===== src/hw/unused_marker.sv =====
`timescale 1ns/1ps


===== src/hw/clk_rst_wake_pkg.sv =====
package clk_rst_wake_pkg;
  // ----------------------------------------
  // Register map
  // ----------------------------------------
  localparam int ADDR_W = 8;
  localparam int DATA_W = 32;
  localparam logic [ADDR_W-1:0] REG_RESET_CTRL = 8'h00;
  localparam logic [ADDR_W-1:0] REG_HW_CONFIG = 8'h04;
  localparam logic [ADDR_W-1:0] REG_PMT_CTL = 8'h08;
  localparam logic [ADDR_W-1:0] REG_P1_BASIC = 8'h0C;
  localparam logic [ADDR_W-1:0] REG_P2_BASIC = 8'h10;
  localparam logic [ADDR_W-1:0] REG_VPHY_BASIC = 8'h14;
  localparam logic [ADDR_W-1:0] REG_INT_STS = 8'h18;
  localparam logic [ADDR_W-1:0] REG_INT_MASK = 8'h1C;
  localparam logic [ADDR_W-1:0] REG_GPT_CFG = 8'h20;
  localparam logic [ADDR_W-1:0] REG_GPT_COUNT = 8'h24;
  localparam logic [ADDR_W-1:0] REG_FREE_COUNT = 8'h28;
  localparam logic [ADDR_W-1:0] REG_LOADER_CMD = 8'h2C;

  // ----------------------------------------
  // Field positions
  // ----------------------------------------
  localparam int DIGITAL_BIT = 0;
  localparam int PORT1_PHY_BIT = 1;
  localparam int PORT2_PHY_BIT = 2;
  localparam int HOST_GROUP_BIT = 0;
  localparam int PMT_WAKE_OUT_EN_BIT = 0;
  localparam int PMT_WAKE_EN_LSB = 1;
  localparam int PMT_P1_PD_BIT = 4;
  localparam int PMT_P1_EDPD_BIT = 5;
  localparam int PMT_P2_PD_BIT = 6;
  localparam int PMT_P2_EDPD_BIT = 7;
  localparam int PMT_VPHY_RESET_BIT = 10;
  localparam int PHY_RESET_BIT = 15;
  localparam int PHY_POWER_DOWN_BIT = 11;
  localparam int GPT_EN_BIT = 16;
  localparam int LOADER_RELOAD_BIT = 0;
  localparam int LOADER_BUSY_BIT = 1;

  // Interrupt status layout
  localparam int IRQ_WAKE_FRAME = 0;
  localparam int IRQ_ENERGY = 1;
  localparam int IRQ_MAGIC = 2;
  localparam int IRQ_GPT = 3;
  localparam int IRQ_LOADER = 4;
  localparam int IRQ_W = 5;

  // Reset domains
  localparam int DOM_DIGITAL = 0;
  localparam int DOM_HOST = 1;
  localparam int DOM_PORT1 = 2;
  localparam int DOM_PORT2 = 3;
  localparam int DOM_VPHY = 4;
  localparam int DOM_N = 5;

  // ----------------------------------------
  // Reset values and timing
  // ----------------------------------------
  localparam logic [15:0] PMT_RESET = 16'h0000;
  localparam logic [15:0] GPT_RELOAD_RESET = 16'hFFFF;
  localparam int SYS_CLK_MHZ = 250;
  localparam int REF_CLK_MHZ = 25;
  localparam int REF_DIV = SYS_CLK_MHZ / REF_CLK_MHZ;
  localparam int CLK_PERIOD_PS = 4000;
  localparam int RESET_PULSE_NS = 100;
  localparam int RESET_CYCLES =
    (RESET_PULSE_NS * 1000 + CLK_PERIOD_PS - 1) / CLK_PERIOD_PS;
  localparam int GPT_TICK_NS = 1000;
  localparam int GPT_TICK_DIV = (GPT_TICK_NS * 1000) / CLK_PERIOD_PS;
endpackage : clk_rst_wake_pkg


===== src/hw/system_clock_reset_wake_control.sv =====
// Design decisions made here: the register offsets and the plain strobed port.
`timescale 1ns/1ps
module system_clock_reset_wake_control
  import clk_rst_wake_pkg::*;
(
  input wire logic mclk,
  input wire logic reset_n,
  input wire logic external_reset_pin_n,
  input wire logic [ADDR_W-1:0] addr,
  input wire logic [DATA_W-1:0] wdata,
  input wire logic wr,
  input wire logic rd,
  output logic [DATA_W-1:0] rdata,
  output logic irq,
  input wire logic wake_frame_event,
  input wire logic energy_detect_event,
  input wire logic magic_packet_event,
  input wire logic loader_done,
  output logic loader_run,
  output logic wake_event_output,
  output logic ref_tick,
  output logic digital_reset_n,
  output logic host_group_reset_n,
  output logic port1_phy_reset_n,
  output logic port2_phy_reset_n,
  output logic virtual_phy_reset_n,
  output logic port1_power_down,
  output logic port1_energy_detect_pd,
  output logic port2_power_down,
  output logic port2_energy_detect_pd
);
  // ----------------------------------------
  // State
  // ----------------------------------------
  typedef struct packed {
    logic [2:0] reset_control_reg;
    logic host_group_reset_bit;
    logic [15:0] power_mgmt_control_reg;
    logic [1:0] port_phy_reset;
    logic [1:0] port_phy_pd;
    logic virtual_phy_reset;
    logic [IRQ_W-1:0] status;
    logic [IRQ_W-1:0] mask;
    logic [15:0] gpt_reload;
    logic [15:0] gpt_count;
    logic gpt_en;
    logic [31:0] free_count;
    logic reload_cmd;
    logic load_run;
    logic load_pending;
    logic [DATA_W-1:0] read_word;
    logic irq_out;
    logic wake_out;
    logic [3:0] power;
  } ctl_state_type;

  // Loader pending from reset, so it runs after power-on and pin reset
  localparam ctl_state_type INIT = '{
    power_mgmt_control_reg: PMT_RESET,
    gpt_reload: GPT_RELOAD_RESET,
    gpt_count: GPT_RELOAD_RESET,
    load_pending: 1'b1,
    default: '0
  };

  ctl_state_type st;
  ctl_state_type next_st;

  logic pin_reset;
  logic timer_tick;
  logic ref_strobe;
  logic [DOM_N-1:0] dom_req;
  logic [DOM_N-1:0] dom_rst_n;
  logic [DOM_N-1:0] dom_active;
  logic [DOM_N-1:0] dom_done;

  assign pin_reset = !external_reset_pin_n;

  // ----------------------------------------
  // Clock divisions
  // ----------------------------------------
  ref_clock_divider #(
    .REF_DIVIDE(REF_DIV),
    .TICK_DIVIDE(GPT_TICK_DIV)
  ) u_divider (
    .mclk(mclk),
    .reset_n(reset_n),
    .ref_tick(ref_strobe),
    .timer_tick(timer_tick)
  );

  // ----------------------------------------
  // Reset domains
  // ----------------------------------------
  always_comb begin
    dom_req[DOM_DIGITAL] = st.reset_control_reg[DIGITAL_BIT];
    // Digital reset covers the host group as well
    dom_req[DOM_HOST] = st.host_group_reset_bit
      | st.reset_control_reg[DIGITAL_BIT];
    dom_req[DOM_PORT1] = st.reset_control_reg[PORT1_PHY_BIT]
      | st.port_phy_reset[0];
    dom_req[DOM_PORT2] = st.reset_control_reg[PORT2_PHY_BIT]
      | st.port_phy_reset[1];
    dom_req[DOM_VPHY] = st.reset_control_reg[DIGITAL_BIT]
      | st.power_mgmt_control_reg[PMT_VPHY_RESET_BIT]
      | st.virtual_phy_reset;
  end

  // Pin reset holds every domain, PHYs included
  genvar gi;
  generate
    for (gi = 0; gi < DOM_N; gi++) begin : g_dom
      reset_domain_pulse #(
        .CYCLES(RESET_CYCLES)
      ) u_pulse (
        .mclk(mclk),
        .reset_n(reset_n),
        .start(dom_req[gi]),
        .hold(pin_reset),
        .domain_reset_n(dom_rst_n[gi]),
        .active(dom_active[gi]),
        .done(dom_done[gi])
      );
    end
  endgenerate

  // ----------------------------------------
  // Next state
  // ----------------------------------------
  always_comb begin
    logic [IRQ_W-1:0] events;
    events = '0;
    next_st = st;

    // Hardware clears first so a same-cycle software set wins
    if (dom_done[DOM_DIGITAL]) begin
      next_st.reset_control_reg[DIGITAL_BIT] = 1'b0;
      next_st.load_pending = 1'b1;
    end
    if (dom_done[DOM_HOST]) begin
      next_st.host_group_reset_bit = 1'b0;
    end
    if (dom_done[DOM_PORT1]) begin
      next_st.reset_control_reg[PORT1_PHY_BIT] = 1'b0;
      next_st.port_phy_reset[0] = 1'b0;
    end
    if (dom_done[DOM_PORT2]) begin
      next_st.reset_control_reg[PORT2_PHY_BIT] = 1'b0;
      next_st.port_phy_reset[1] = 1'b0;
    end
    if (dom_done[DOM_VPHY]) begin
      next_st.power_mgmt_control_reg[PMT_VPHY_RESET_BIT] = 1'b0;
      next_st.virtual_phy_reset = 1'b0;
    end

    // Loader waits until no domain is still in reset
    if (st.load_run) begin
      if (loader_done) begin
        next_st.load_run = 1'b0;
        next_st.reload_cmd = 1'b0;
        events[IRQ_LOADER] = 1'b1;
      end
    end else if ((st.load_pending || st.reload_cmd) && !(|dom_active)) begin
      next_st.load_run = 1'b1;
      next_st.load_pending = 1'b0;
    end

    // Timer counts down at the prescaled rate and reloads at zero
    if (st.gpt_en && timer_tick) begin
      if (st.gpt_count == 16'h0000) begin
        next_st.gpt_count = st.gpt_reload;
        events[IRQ_GPT] = 1'b1;
      end else begin
        next_st.gpt_count = st.gpt_count - 16'h0001;
      end
    end
    if (ref_strobe) begin
      next_st.free_count = st.free_count + 32'h0000_0001;
    end

    events[IRQ_WAKE_FRAME] = wake_frame_event;
    events[IRQ_ENERGY] = energy_detect_event;
    events[IRQ_MAGIC] = magic_packet_event;

    if (wr) begin
      case (addr)
        REG_RESET_CTRL: begin
          next_st.reset_control_reg = next_st.reset_control_reg
            | wdata[PORT2_PHY_BIT:DIGITAL_BIT];
        end
        REG_HW_CONFIG: begin
          next_st.host_group_reset_bit = next_st.host_group_reset_bit
            | wdata[HOST_GROUP_BIT];
        end
        REG_PMT_CTL: begin
          // Reset bit only sets; writing zero leaves a pending reset
          next_st.power_mgmt_control_reg = wdata[15:0];
          next_st.power_mgmt_control_reg[PMT_VPHY_RESET_BIT] =
            st.power_mgmt_control_reg[PMT_VPHY_RESET_BIT]
            & !dom_done[DOM_VPHY]
            | wdata[PMT_VPHY_RESET_BIT];
        end
        REG_P1_BASIC: begin
          next_st.port_phy_reset[0] = next_st.port_phy_reset[0]
            | wdata[PHY_RESET_BIT];
          next_st.port_phy_pd[0] = wdata[PHY_POWER_DOWN_BIT];
        end
        REG_P2_BASIC: begin
          next_st.port_phy_reset[1] = next_st.port_phy_reset[1]
            | wdata[PHY_RESET_BIT];
          next_st.port_phy_pd[1] = wdata[PHY_POWER_DOWN_BIT];
        end
        REG_VPHY_BASIC: begin
          next_st.virtual_phy_reset = next_st.virtual_phy_reset
            | wdata[PHY_RESET_BIT];
        end
        REG_INT_STS: begin
          next_st.status = st.status & ~wdata[IRQ_W-1:0];
        end
        REG_INT_MASK: begin
          next_st.mask = wdata[IRQ_W-1:0];
        end
        REG_GPT_CFG: begin
          next_st.gpt_reload = wdata[15:0];
          next_st.gpt_count = wdata[15:0];
          next_st.gpt_en = wdata[GPT_EN_BIT];
        end
        REG_LOADER_CMD: begin
          next_st.reload_cmd = next_st.reload_cmd | wdata[LOADER_RELOAD_BIT];
        end
        default: begin
        end
      endcase
    end
    next_st.status = next_st.status | events;

    // Host group state held cleared while its domain is in reset
    if (dom_active[DOM_HOST]) begin
      next_st.status = '0;
      next_st.mask = '0;
      next_st.gpt_en = 1'b0;
      next_st.gpt_reload = GPT_RELOAD_RESET;
      next_st.gpt_count = GPT_RELOAD_RESET;
    end

    next_st.read_word = '0;
    if (rd) begin
      case (addr)
        REG_RESET_CTRL: next_st.read_word[2:0] = st.reset_control_reg;
        REG_HW_CONFIG: begin
          next_st.read_word[HOST_GROUP_BIT] = st.host_group_reset_bit;
        end
        REG_PMT_CTL: next_st.read_word[15:0] = st.power_mgmt_control_reg;
        REG_P1_BASIC: begin
          next_st.read_word[PHY_RESET_BIT] = st.port_phy_reset[0];
          next_st.read_word[PHY_POWER_DOWN_BIT] = st.port_phy_pd[0];
        end
        REG_P2_BASIC: begin
          next_st.read_word[PHY_RESET_BIT] = st.port_phy_reset[1];
          next_st.read_word[PHY_POWER_DOWN_BIT] = st.port_phy_pd[1];
        end
        REG_VPHY_BASIC: begin
          next_st.read_word[PHY_RESET_BIT] = st.virtual_phy_reset;
        end
        REG_INT_STS: next_st.read_word[IRQ_W-1:0] = st.status;
        REG_INT_MASK: next_st.read_word[IRQ_W-1:0] = st.mask;
        REG_GPT_CFG: begin
          next_st.read_word[15:0] = st.gpt_reload;
          next_st.read_word[GPT_EN_BIT] = st.gpt_en;
        end
        REG_GPT_COUNT: next_st.read_word[15:0] = st.gpt_count;
        REG_FREE_COUNT: next_st.read_word = st.free_count;
        REG_LOADER_CMD: begin
          next_st.read_word[LOADER_RELOAD_BIT] = st.reload_cmd;
          next_st.read_word[LOADER_BUSY_BIT] = st.load_run;
        end
        default: next_st.read_word = '0;
      endcase
    end

    // Pin reset reinitialises all control state synchronously; the clock divider keeps running
    if (pin_reset) begin
      next_st = INIT;
    end

    next_st.irq_out = |(next_st.status & next_st.mask);
    next_st.wake_out =
      next_st.power_mgmt_control_reg[PMT_WAKE_OUT_EN_BIT]
      & |(next_st.status[IRQ_MAGIC:IRQ_WAKE_FRAME]
      & next_st.power_mgmt_control_reg[PMT_WAKE_EN_LSB+2:PMT_WAKE_EN_LSB]);
    next_st.power[0] = next_st.power_mgmt_control_reg[PMT_P1_PD_BIT]
      | next_st.port_phy_pd[0];
    next_st.power[1] = next_st.power_mgmt_control_reg[PMT_P1_EDPD_BIT];
    next_st.power[2] = next_st.power_mgmt_control_reg[PMT_P2_PD_BIT]
      | next_st.port_phy_pd[1];
    next_st.power[3] = next_st.power_mgmt_control_reg[PMT_P2_EDPD_BIT];
  end

  // ----------------------------------------
  // State register
  // ----------------------------------------
  always_ff @(posedge mclk or negedge reset_n) begin
    if (!reset_n) begin
      st <= INIT;
    end else begin
      st <= next_st;
    end
  end

  assign rdata = st.read_word;
  assign irq = st.irq_out;
  assign loader_run = st.load_run;
  assign wake_event_output = st.wake_out;
  assign ref_tick = ref_strobe;
  assign digital_reset_n = dom_rst_n[DOM_DIGITAL];
  assign host_group_reset_n = dom_rst_n[DOM_HOST];
  assign port1_phy_reset_n = dom_rst_n[DOM_PORT1];
  assign port2_phy_reset_n = dom_rst_n[DOM_PORT2];
  assign virtual_phy_reset_n = dom_rst_n[DOM_VPHY];
  assign port1_power_down = st.power[0];
  assign port1_energy_detect_pd = st.power[1];
  assign port2_power_down = st.power[2];
  assign port2_energy_detect_pd = st.power[3];
endmodule : system_clock_reset_wake_control


===== src/hw/ref_clock_divider.sv =====
`timescale 1ns/1ps
module ref_clock_divider
  import clk_rst_wake_pkg::*;
#(
  parameter int REF_DIVIDE = REF_DIV,
  parameter int TICK_DIVIDE = GPT_TICK_DIV
) (
  input wire logic mclk,
  input wire logic reset_n,
  output logic ref_tick,
  output logic timer_tick
);
  localparam int AW = $clog2(REF_DIVIDE);
  localparam int BW = $clog2(TICK_DIVIDE);

  typedef struct packed {
    logic [AW-1:0] ref_cnt;
    logic [BW-1:0] tick_cnt;
    logic ref_pulse;
    logic tick_pulse;
  } div_state_type;

  div_state_type st;
  div_state_type next_st;

  // Reference rate and timer prescale as one-cycle strobes
  always_comb begin
    next_st = st;
    next_st.ref_pulse = (st.ref_cnt == AW'(REF_DIVIDE - 1));
    next_st.ref_cnt = next_st.ref_pulse ? '0 : st.ref_cnt + 1'b1;
    next_st.tick_pulse = (st.tick_cnt == BW'(TICK_DIVIDE - 1));
    next_st.tick_cnt = next_st.tick_pulse ? '0 : st.tick_cnt + 1'b1;
  end

  always_ff @(posedge mclk or negedge reset_n) begin
    if (!reset_n) begin
      st <= '0;
    end else begin
      st <= next_st;
    end
  end

  assign ref_tick = st.ref_pulse;
  assign timer_tick = st.tick_pulse;
endmodule : ref_clock_divider


===== src/hw/reset_domain_pulse.sv =====
`timescale 1ns/1ps
module reset_domain_pulse
  import clk_rst_wake_pkg::*;
#(
  parameter int CYCLES = RESET_CYCLES
) (
  input wire logic mclk,
  input wire logic reset_n,
  input wire logic start,
  input wire logic hold,
  output logic domain_reset_n,
  output logic active,
  output logic done
);
  localparam int CW = $clog2(CYCLES + 1);

  typedef struct packed {
    logic [CW-1:0] count;
    logic act;
    logic fin;
    logic rst_n;
  } pulse_state_type;

  // Power-on leaves the domain in reset for a full pulse
  localparam pulse_state_type INIT = '{count: '0, act: 1'b1,
    fin: 1'b0, rst_n: 1'b0};

  pulse_state_type st;
  pulse_state_type next_st;

  always_comb begin
    next_st = st;
    next_st.fin = 1'b0;
    if (hold) begin
      next_st.act = 1'b1;
      next_st.count = '0;
    end else if (st.act) begin
      if (st.count == CW'(CYCLES - 1)) begin
        next_st.act = 1'b0;
        next_st.fin = 1'b1;
      end else begin
        next_st.count = st.count + 1'b1;
      end
    end else if (start && !st.fin) begin
      // Fin blocks a retrigger while the request bit is being cleared
      next_st.act = 1'b1;
      next_st.count = '0;
    end
    next_st.rst_n = !next_st.act;
  end

  always_ff @(posedge mclk or negedge reset_n) begin
    if (!reset_n) begin
      st <= INIT;
    end else begin
      st <= next_st;
    end
  end

  assign domain_reset_n = st.rst_n;
  assign active = st.act;
  assign done = st.fin;
endmodule : reset_domain_pulse


===== config.mk =====
export PLATFORM = sky130hd
export DESIGN_NAME = system_clock_reset_wake_control
export DESIGN_NICKNAME = d
export VERILOG_FILES = /design/src/hw/unused_marker.sv /design/src/hw/clk_rst_wake_pkg.sv /design/src/hw/system_clock_reset_wake_control.sv /design/src/hw/ref_clock_divider.sv /design/src/hw/reset_domain_pulse.sv
export SDC_FILE = /design/constraint.sdc
export NUM_CORES = 1
export LEC_CHECK = 0
export ABC_CLOCK_PERIOD_IN_PS = 2200
export BUFFER_PORTS_ARGS = -buffer_cell sky130_fd_sc_hd__buf_2
export CORE_AREA = 2 2 160 162
export DETAILED_ROUTE_END_ITERATION = 10
export DIE_AREA = 0 0 162 164
export GPL_TIMING_DRIVEN = 0
export PLACE_DENSITY_LB_ADDON = 0.1
export SKIP_CTS_REPAIR_TIMING = 1
export SLEW_MARGIN = 10
export SYNTH_ARGS = -nofsm -noshare
export SYNTH_HDL_FRONTEND = slang
export SYNTH_SLANG_ARGS = --single-unit

===== constraint.sdc =====
create_clock -name mclk -period 2.2 [get_ports mclk]
set_input_delay 0.44 -clock mclk [delete_from_list [all_inputs] [get_ports mclk]]
set_output_delay 0.44 -clock mclk [all_outputs]
set_load 0.005 [all_outputs]

# Word level (Yosys, flattened, before mapping)
# Cells that the tools add are included.
dict set report op_classes {
  addsub 9
  n_eq_ne 33
  n_mux 85
  n_bitwise 21
  n_reduce_logical 31
}
# operator n
set op_table {}
lappend op_table {{141-bit two-way mux} 1}
lappend op_table {{6-bit two-way mux} 15}
lappend op_table {{68-bit two-way mux} 1}
lappend op_table {{32-bit two-way mux} 2}
lappend op_table {{16-bit two-way mux} 3}
lappend op_table {{43-bit two-way mux} 1}
lappend op_table {{5-bit two-way mux} 7}
lappend op_table {{1-bit two-way mux} 34}
lappend op_table {{33-bit two-way mux} 1}
lappend op_table {{32-bit by 1-bit adder with 32-bit output, second input constant} 1}
lappend op_table {{8-bit by 5-bit == test with 1-bit output, second input constant} 4}
lappend op_table {{8-bit by 6-bit == test with 1-bit output, second input constant} 4}
lappend op_table {{5-bit by 1-bit adder with 5-bit output, second input constant} 5}
lappend op_table {{5-bit == test, second input constant} 5}
lappend op_table {{6-bit case mux with 4 select lines} 1}
lappend op_table {{3-bit by 1-bit != test with 1-bit output, second input constant} 7}
lappend op_table {{8-bit by 4-bit == test with 1-bit output, second input constant} 2}
lappend op_table {{16-bit zero test} 1}
lappend op_table {{16-bit by 1-bit subtractor with 16-bit output, second input constant} 1}
lappend op_table {{15-bit two-way mux} 1}
lappend op_table {{3-bit != test, second input constant} 5}
lappend op_table {{2-bit two-way mux} 7}
lappend op_table {{1-bit case mux with 7 select lines} 2}
lappend op_table {{2-bit AND reduction} 7}
lappend op_table {{other kinds (28)} 61}
dict set report word_totals {
  regBits 195
  in_bits 49
  out_inout_bits 45
}

# Longest topological paths before layout
# Gate-level depths: netlist (run 1).
dict set report depth {
  ltp_word 11
  mapped_depth 9
  mapped_depth_nobuf 9
}

# Modules after synthesis
# Synthesis (run 1) repeated with hierarchy kept, for this count alone.
dict set report hier_totals {
  cells_unflattened 1002
  area_unflattened_um2 9800.6
}
# mod instances cells_per_inst area_each_um2 seq_area_each_um2
set by_module_without_submodules {}
lappend by_module_without_submodules {system_clock_reset_wake_control 1 763 7262.0 3519.6}
lappend by_module_without_submodules {reset_domain_pulse 5 36 385.4 201.4}
lappend by_module_without_submodules {ref_clock_divider 1 59 611.8 350.3}

# Least setup slack after synthesis (run 1)
# No wires, ideal clock.
dict set report synth_timing {
  kind {register to register}
  startpoint {register st[74] (netlist bit)}
  endpoint {register st[85] (netlist bit)}
  arrival_time_ps 2047
  required_ps 2109
  path_slack_ps 62
  path_stages_with_launch 8
  n_path_buf 0
  cell_sequence {dfstp_2 -> inv_1 -> ha_1 -> or4b_4 -> or4_4 -> or3_1 -> a21oi_1 -> o31ai_1}
}
# item line
set synth_rtl {}
lappend synth_rtl {{start, declared} system_clock_reset_wake_control.sv:66} ;# ctl_state_type st;
lappend synth_rtl {{start signal, assigned} system_clock_reset_wake_control.sv:306} ;# st <= next_st;

==> flow_summary.yaml, run 1 <==
global_route:
  overflow: 0
  grt_pass1_vias: 7625
  grt_pass1_wl_um: 44600
  grt_antenna_before_repair: 0
  track_usage_pct: 21.9
  grt_max_degree: 78
yosys:
  syn-num-nets: 1071
  synth_warnings: 0
  synth_area_per_cell_um2: 9.74
  async_flop_share_pct: 100
  syn_area_um2: 9810
  synth_seq_area_share_pct: 49.7
  synth_top_area_share_pct: 39.6
  synth-main-ff-cell: "dfrtp_1"
  syn_inst: 1007
  ys_top_cells_by_area: "dfrtp_1, dfstp_2, nand2_1"
  yosysTopAreaCell: "dfrtp_1"
  yosysUniqueCellTypes: 71
  synth-edff-count: 0
  synth_seq_cells: 193
finish:
  seqCellArea_um2: 4880
  layout_common_cells: "dfrtp_1, nand2_1, buf_2"
  drive_gt1_share_pct: 23.3
  multiInputGateArea_um2: 4540
  instances_no_fill: 1462
  area_delta_synth_final_pct: 18.3
  n_fill_cell: 2460
  diodes: 0
  fin_nets: 1183
  final_common_cell: "dfrtp_1"
clock_tree:
  ctsRootBufferMaster: "clkbuf_16"
  cts_tree: "built"
  cts_max_level: 4
  worstSkewPairLatency_ps: 440
  clock-sinks: 193
  numCtsBuffers: 17
  cts_buffer_depth: 2
  path_clk_slew_ps: 80
min_path:
  min_path_cells: 3
  hp-class: "in2reg"
sta:
  slew_viol_final: 0
  holdWs_ps: 239
  skew_ps: 11.7
  rsz0062_at_grt: "true"
  fin_ws_ps: -157
  period_needed_ps: 2360
  maxSlewHeadroom_pct: 51.7
  timing.final.crit_share_pct: 107
  finalHoldViolCount: 0
  fmax_ghz: 0.424
  worstMarginPinSlew_ps: 725
  final-setup-viol-count: 7
placed_design:
  port_buffers: 75
  place.gp.congestion: 0.925
  dp_cells: 1414
  hpwl_um: 20200
die:
  core_um2: 24800
  initial_utilization_pct: 39.5
  rows: 58
  dieArea_um2: 26600
  die_h_um: 164
  ios: 94
  die_width_um: 162
pwr:
  powerDensity_nw_per_um2: 607
  ir_drop_uv: 412
  p_leak_nw: 5.18
setup_path:
  crit_path_start_kind: "flop"
  ff2ff_path_depth: 7
  crit_type: "reg2reg"
  required_ps: 2570
  worstPathMaxFanout: 6
  crit_arrival_ps: 2720
  worst_setup_path_end_kind: "flop"
routing:
  wl_per_cell_um: 19.2
  ant_nets: 0
  via_per_inst: 5.50
  finalWirelength_um: 28100
  num_vias: 8043
  drc_errors: 0
  drt_iter0_drc: 726
  drt_pass1_iterations: 5
run_status:
  violations: "setup timing"
  status: "finished with violations"
run:
  cap_violations: 0
final timing paths:
path / from / end / slack, ps
worst max-delay path: st[75] / st[74] / -160
worst min-delay path: wdata[16] / st[73] / 240
max in group asynchronous: reset_n / g_dom[0].u_pulse.active / 610
worst min register to register: st[102] / st[102] / 480
worst max register to register: st[75] / st[74] / -160
min in group asynchronous: reset_n / rdata[14] / 470
cell type report:
class	instances	share of cell area [%]
inverters	34	1.10
well taps	330	3.56
clock buffers	17	3.67
flip-flops and latches	193	42.1
clock inverters	15	1.39
plain buffers	79	4.03
repair buffers	94	5.06
multi-input cells	700	39.1
power by group:
part           switching (mW)  internal [mW]
clock network            1.58           1.53
logic                   0.237          0.102
registers              0.0207           3.57
logic make-up after synthesis:
logic type	share of synthesized area, %
simple gates	22.2
buf+inv	5.90
compound gates	15.3
flops	49.7
xor+xnor	2.86
fa+ha+maj	1.91
mux	2.09
worst max-delay path, cell delays in order, from the launching register on:
cell and delay (ps):
dfstp_2 380, inv_2 80, ha_4 130, or4b_4 490, or4_4 560, nor2_4 220
o311ai_2 130, a221o_1 300
per-layer routing:
metal,GRT usage [%],wire [um],vias up
li1,-,-,3796
met1,33.0,13600,3949
met2,33.0,12500,263
met3,3.43,1470,35
met4,5.87,512,0
met5,0,0,-
metrics by stage:
step                      cell area, um2  total power [mW]  setup TNS (ps)  setup WS (ps)  util [%]
after floorplan                     9810              3.79               0           62.5         -
after global placement             10600              3.98         -543580          -2670      42.7
after detailed placement           10700              3.99          -79930          -1120      43.0
after CTS                          11300              7.11          -25230           -653      45.3
after global routing               11600              7.32           -1140           -214      46.7
final                              11600              7.04            -631           -157      46.7
Yosys cell counts (all sizes together) (9+ instances only):
library cell  count
dfstp            38
nand2b           14
inv              34
buf              49
nor4             11
xor2             12
o21ai            55
mux2i            16
nor2             55
nand4            20
nor2b            17
nand2           116
a22oi            27
nor3             25
and3             19
a21boi           17
and2             45
xnor2            20
dfrtp           155
nand3            40
a21oi            47
a32oi             9
ha               15
or4              10
o211ai           13
a31oi            11
clkbuf           31
state kept, by name, summed over array words and instances (netlist names):
signal / count
g_dom.u_pulse.done: 5
g_dom.u_pulse.active: 5
st: 100
port1_power_down: 1
port1_energy_detect_pd: 1
g_dom.u_pulse.domain_reset_n: 5
rdata: 32
u_divider.st: 12
g_dom.u_pulse.st: 25
u_divider.ref_tick: 1
dom_req: 1
wake_event_output: 1
loader_run: 1
u_divider.timer_tick: 1
irq: 1
port2_power_down: 1
No activity file was read; power rests on OpenSTA's default activity.
==> run 2, diff against run 1 <==
--- a/config.mk
+++ b/config.mk
@@ -11,7 +11,7 @@
 export DETAILED_ROUTE_END_ITERATION = 10
 export DIE_AREA = 0 0 162 164
 export GPL_TIMING_DRIVEN = 0
-export PLACE_DENSITY_LB_ADDON = 0.1
+export PLACE_DENSITY_LB_ADDON = 0.05
 export SKIP_CTS_REPAIR_TIMING = 1
 export SLEW_MARGIN = 10
 export SYNTH_ARGS = -nofsm -noshare
==> run 2 against run 1 <==
Effect of this change:
- the flow still finishes with violations (setup timing)
- first-iteration DRC count is 0.55% lower
- total power is 0.17% higher
- clock skew increased by 2.9 ps
- flip-flop and latch count is the same
- register-to-register slack about the same
- worst setup slack better by 11 ps
- core utilization decreased by 0.17 points
- clock power about the same
- critical path depth did not move
- count of clock-buffer cells in the layout up 1
- global-route usage is 0.17 points higher
- maximum frequency rose by 0.47%
- critical endpoint unchanged
==> flow_summary.yaml, run 2 (synthesized netlist as in run 1, its figures left out) <==
setup_path:
  r2r_slack_ps: -150
  crit_arrival_ps: 2710
  ff2ff_path_depth: 7
  crit_path_start: "st[74]"
  regToRegEndpoint: "st[74]"
  regToRegStartpoint: "st[74]"
  worstPathMaxFanout: 5
  crit_path_start_kind: "flop"
  worst_setup_path_end_kind: "flop"
  required_ps: 2560
  crit_type: "reg2reg"
routing:
  via_per_inst: 5.48
  drc_errors: 0
  wl_per_cell_um: 19.5
  finalWirelength_um: 28500
  dr_wl_met3_um: 1320
  drt_pass1_iterations: 7
  dr_wl_met2_um: 12600
  drt_iter0_drc: 722
  wl_met1_um: 14000
  ant_nets: 0
  num_vias: 8003
  highest_layer: "met4"
clock_tree:
  path_clk_slew_ps: 70
  ctsRootBufferMaster: "clkbuf_16"
  numCtsBuffers: 17
  cts_max_level: 4
  clock-sinks: 193
  cts_tree: "built"
  worstSkewPairLatency_ps: 440
  cts_buffer_depth: 2
global_route:
  track_usage_pct: 22.1
  grt_pass1_wl_um: 45100
  grt_pass1_vias: 7716
  grt_antenna_before_repair: 0
  overflow: 0
  grt_max_degree: 79
sta:
  setup_tns_ps: -515
  finalHoldViolCount: 0
  skew_ps: 14.6
  rsz0062_at_grt: "true"
  holdWs_ps: 250
  fin_ws_ps: -146
  timing.final.crit_share_pct: 107
  slew_viol_final: 0
  period_needed_ps: 2350
  fmax_ghz: 0.426
  maxSlewHeadroom_pct: 51.9
  worstMarginPinSlew_ps: 717
  final-setup-viol-count: 7
min_path:
  hp-class: "in2reg"
  min_path_cells: 3
  min_to: "st[73]"
  min_from: "wdata[16]"
finish:
  layout_common_cells: "dfrtp_1, nand2_1, buf_2"
  drive_gt1_share_pct: 23.6
  largest_reg_flops: 100
  top_register: "st"
  area_delta_synth_final_pct: 17.8
  fin_nets: 1182
  final_common_cell: "dfrtp_1"
  diodes: 0
run:
  cap_violations: 0
placed_design:
  port_buffers: 75
  pre_cts_ws_ps: -1160
  hpwl_um: 20700
  place.gp.congestion: 0.914
pwr:
  ir_drop_uv: 509
  p_total_mw: 7.06
  powerDensity_nw_per_um2: 611
  p_leak_nw: 5.14
die:
  initial_utilization_pct: 39.5
  dieArea_um2: 26600
  core_um2: 24800
  die_width_um: 162
  die_h_um: 164
  rows: 58
  ios: 94
run_status:
  status: "finished with violations"
  violations: "setup timing"
==> run 2: stage by stage <==
step	cell area (um2)	utilization [%]	std cells
2_1_floorplan	9810	-	1007
4_1_cts	11200	45.3	1446
3_3_place_gp	10600	42.7	1412
6_report	11600	46.6	1461
5_1_grt	11600	46.6	1461
3_5_place_dp	10700	42.9	1414
==> run 2: final cells by class <==
| class | instances | area [um2] |
|---|---|---|
| fillers | 2475 | 13300 |
| multi-input cells | 700 | 4520 |
| repair buffers | 94 | 574 |
| clock buffers | 18 | 429 |
| inverters | 34 | 128 |
| well taps | 330 | 413 |
| clock inverters | 14 | 146 |
| flip-flops and latches | 193 | 4880 |
| plain buffers | 78 | 464 |
==> run 2: how the worst max path moves through the flow <==
| stage | end | slack, ps | cells past startpoint |
|---|---|---|---|
| after floorplan | st[85] | 60 | 7 |
| after global placement | g_dom[2].u_pulse.st[3] | -2710 | 1 |
| after detailed placement | port1_power_down | -1160 | 6 |
| after CTS | port1_power_down | -720 | 6 |
| after global routing | st[74] | -220 | 7 |
| final | st[74] | -150 | 7 |
==> run 2: power by group <==
group,internal [mW],switching (mW)
registers,3.57,0.0214
logic,0.101,0.238
clock network,1.60,1.52
total,5.27,1.78
==> run 2: worst max-delay path, stage by stage, from the launching register on <==
cell and delay [ps]:
dfstp_2 400, inv_2 80, ha_4 120, or4b_4 490, or4_4 550, nor2_4 210, o311ai_2 130, a221o_1 300
==> run 2: routing by layer <==
metal	vias up	track usage [%]
met1	3935	32.2
met5	-	0
li1	3810	-
met4	0	6.03
met3	32	4.09
met2	226	33.9
==> run 3, diff against run 2 <==
--- a/config.mk
+++ b/config.mk
@@ -5,7 +5,7 @@
 export SDC_FILE = /design/constraint.sdc
 export NUM_CORES = 1
 export LEC_CHECK = 0
-export ABC_CLOCK_PERIOD_IN_PS = 2200
+export ABC_CLOCK_PERIOD_IN_PS = 1900
 export BUFFER_PORTS_ARGS = -buffer_cell sky130_fd_sc_hd__buf_2
 export CORE_AREA = 2 2 160 162
 export DETAILED_ROUTE_END_ITERATION = 10
==> constraint.sdc (replaced) <==
create_clock -name mclk -period 1.9 [get_ports mclk]
set_input_delay 0.38 -clock mclk [delete_from_list [all_inputs] [get_ports mclk]]
set_output_delay 0.38 -clock mclk [all_outputs]
set_load 0.005 [all_outputs]
==> run 3 against run 2 <==
Effect of this change:
- the flow still finishes with violations (setup timing)
- core utilization grew 1.3 points
- first-iteration DRC count shrank 11%
- final cell count grew 0.89%
- register-to-register slack lost 270 ps
- combinational power grew 19%
- critical path depth grew 1
- highest routed layer unchanged
==> flow_summary.yaml, run 3 (synthesized netlist as in run 1, its figures left out) <==
global_route:
  overflow: 0
  grt_pass1_vias: 7602
  grt_antenna_before_repair: 0
  track_usage_pct: 22.2
  grt_pass1_wl_um: 45200
  grt_max_degree: 71
setup_path:
  worstPathMaxFanout: 6
  worst_setup_path_end_kind: "flop"
  crit_path_start_kind: "flop"
  r2r_slack_ps: -420
  required_ps: 2240
  crit_arrival_ps: 2660
  crit_type: "reg2reg"
clock_tree:
  clock-sinks: 193
  numCtsBuffers: 17
  cts_buffer_depth: 2
  cts_max_level: 4
  worstSkewPairLatency_ps: 440
  cts_tree: "built"
  path_clk_slew_ps: 80
  ctsRootBufferMaster: "clkbuf_16"
finish:
  layout_common_cells: "dfrtp_1, nand2_1, buf_2"
  drive_gt1_share_pct: 27.5
  final_core_util_pct: 47.8
  diodes: 0
  final_common_cell: "dfrtp_1"
  instances_no_fill: 1474
  area_delta_synth_final_pct: 21.0
  largest_reg_flops: 100
  top_register: "st"
  fin_nets: 1195
run:
  cap_violations: 0
pwr:
  ir_drop_uv: 608
  p_leak_nw: 5.28
  p_total_mw: 8.28
  powerDensity_nw_per_um2: 698
sta:
  fin_ws_ps: -419
  worstMarginPinSlew_ps: 706
  slew_viol_final: 0
  rsz0062_at_grt: "true"
  holdWs_ps: 186
  maxSlewHeadroom_pct: 52.9
  setup_tns_ps: -4540
  fmax_ghz: 0.431
  finalHoldViolCount: 0
  timing.final.crit_share_pct: 122
  skew_ps: 17.0
  period_needed_ps: 2320
  final-setup-viol-count: 19
run_status:
  violations: "setup timing"
  status: "finished with violations"
min_path:
  hp-class: "in2reg"
routing:
  wl_per_cell_um: 19.6
  drt_iter0_drc: 643
  ant_nets: 0
  num_vias: 7978
  via_per_inst: 5.41
  finalWirelength_um: 28900
  drc_errors: 0
  drt_pass1_iterations: 5
placed_design:
  place.gp.congestion: 0.934
  port_buffers: 75
  dp_cells: 1414
  hpwl_um: 20800
die:
  die_h_um: 164
  dieArea_um2: 26600
  initial_utilization_pct: 39.5
  rows: 58
  die_width_um: 162
  core_um2: 24800
  ios: 94
[run 3: path summary, 6_finish.rpt]
kind | end | from | cells after the start
min in group asynchronous | rdata[31] | reset_n | 2
min reg2reg | st[99] | st[99] | 2
max in group asynchronous | g_dom[2].u_pulse.active | reset_n | 4
max reg2reg | st[88] | st[75] | 8
min | st[73] | wdata[16] | 3
max | st[88] | st[75] | 8
[run 3: metal layers]
layer	up-vias	global-route usage, %	wire (um)
li1	3825	-	-
met1	3872	33.6	13900
met2	254	32.9	12800
met3	27	3.69	1650
met4	0	6.07	488
met5	-	0	0
[run 3: per-stage QoR]
| step | instance area, um2 | worst slack [ps] |
|---|---|---|
| 2_1_floorplan | 9860 | -219 |
| 3_3_place_gp | 10700 | -3000 |
| 3_5_place_dp | 10700 | -1090 |
| 4_1_cts | 11300 | -660 |
| 5_1_grt | 11900 | -477 |
| 6_report | 11900 | -419 |
[run 3: cell type report]
cell class / count / area [um2]
buffer: 77 / 485
multi-input combinational: 700 / 4660
fill: 2434 / 13000
clock inverter: 14 / 168
tap: 330 / 413
sequential: 193 / 4890
inverter: 34 / 128
timing repair buffer: 108 / 691
clock buffer: 18 / 429
[run 3: report_power, final]
group / internal, mW / switching [mW]
logic: 0.123 / 0.281
registers: 4.14 / 0.0259
clock network: 1.99 / 1.72
[run 3: critical path, cell delays in order (launching register included)]
cell      delay (ps)
dfstp_2          390
inv_2             70
ha_4             120
or4b_4           450
or4_4            560
nor2_4           210
buf_6            130
mux2i_1          170
o211ai_1         110
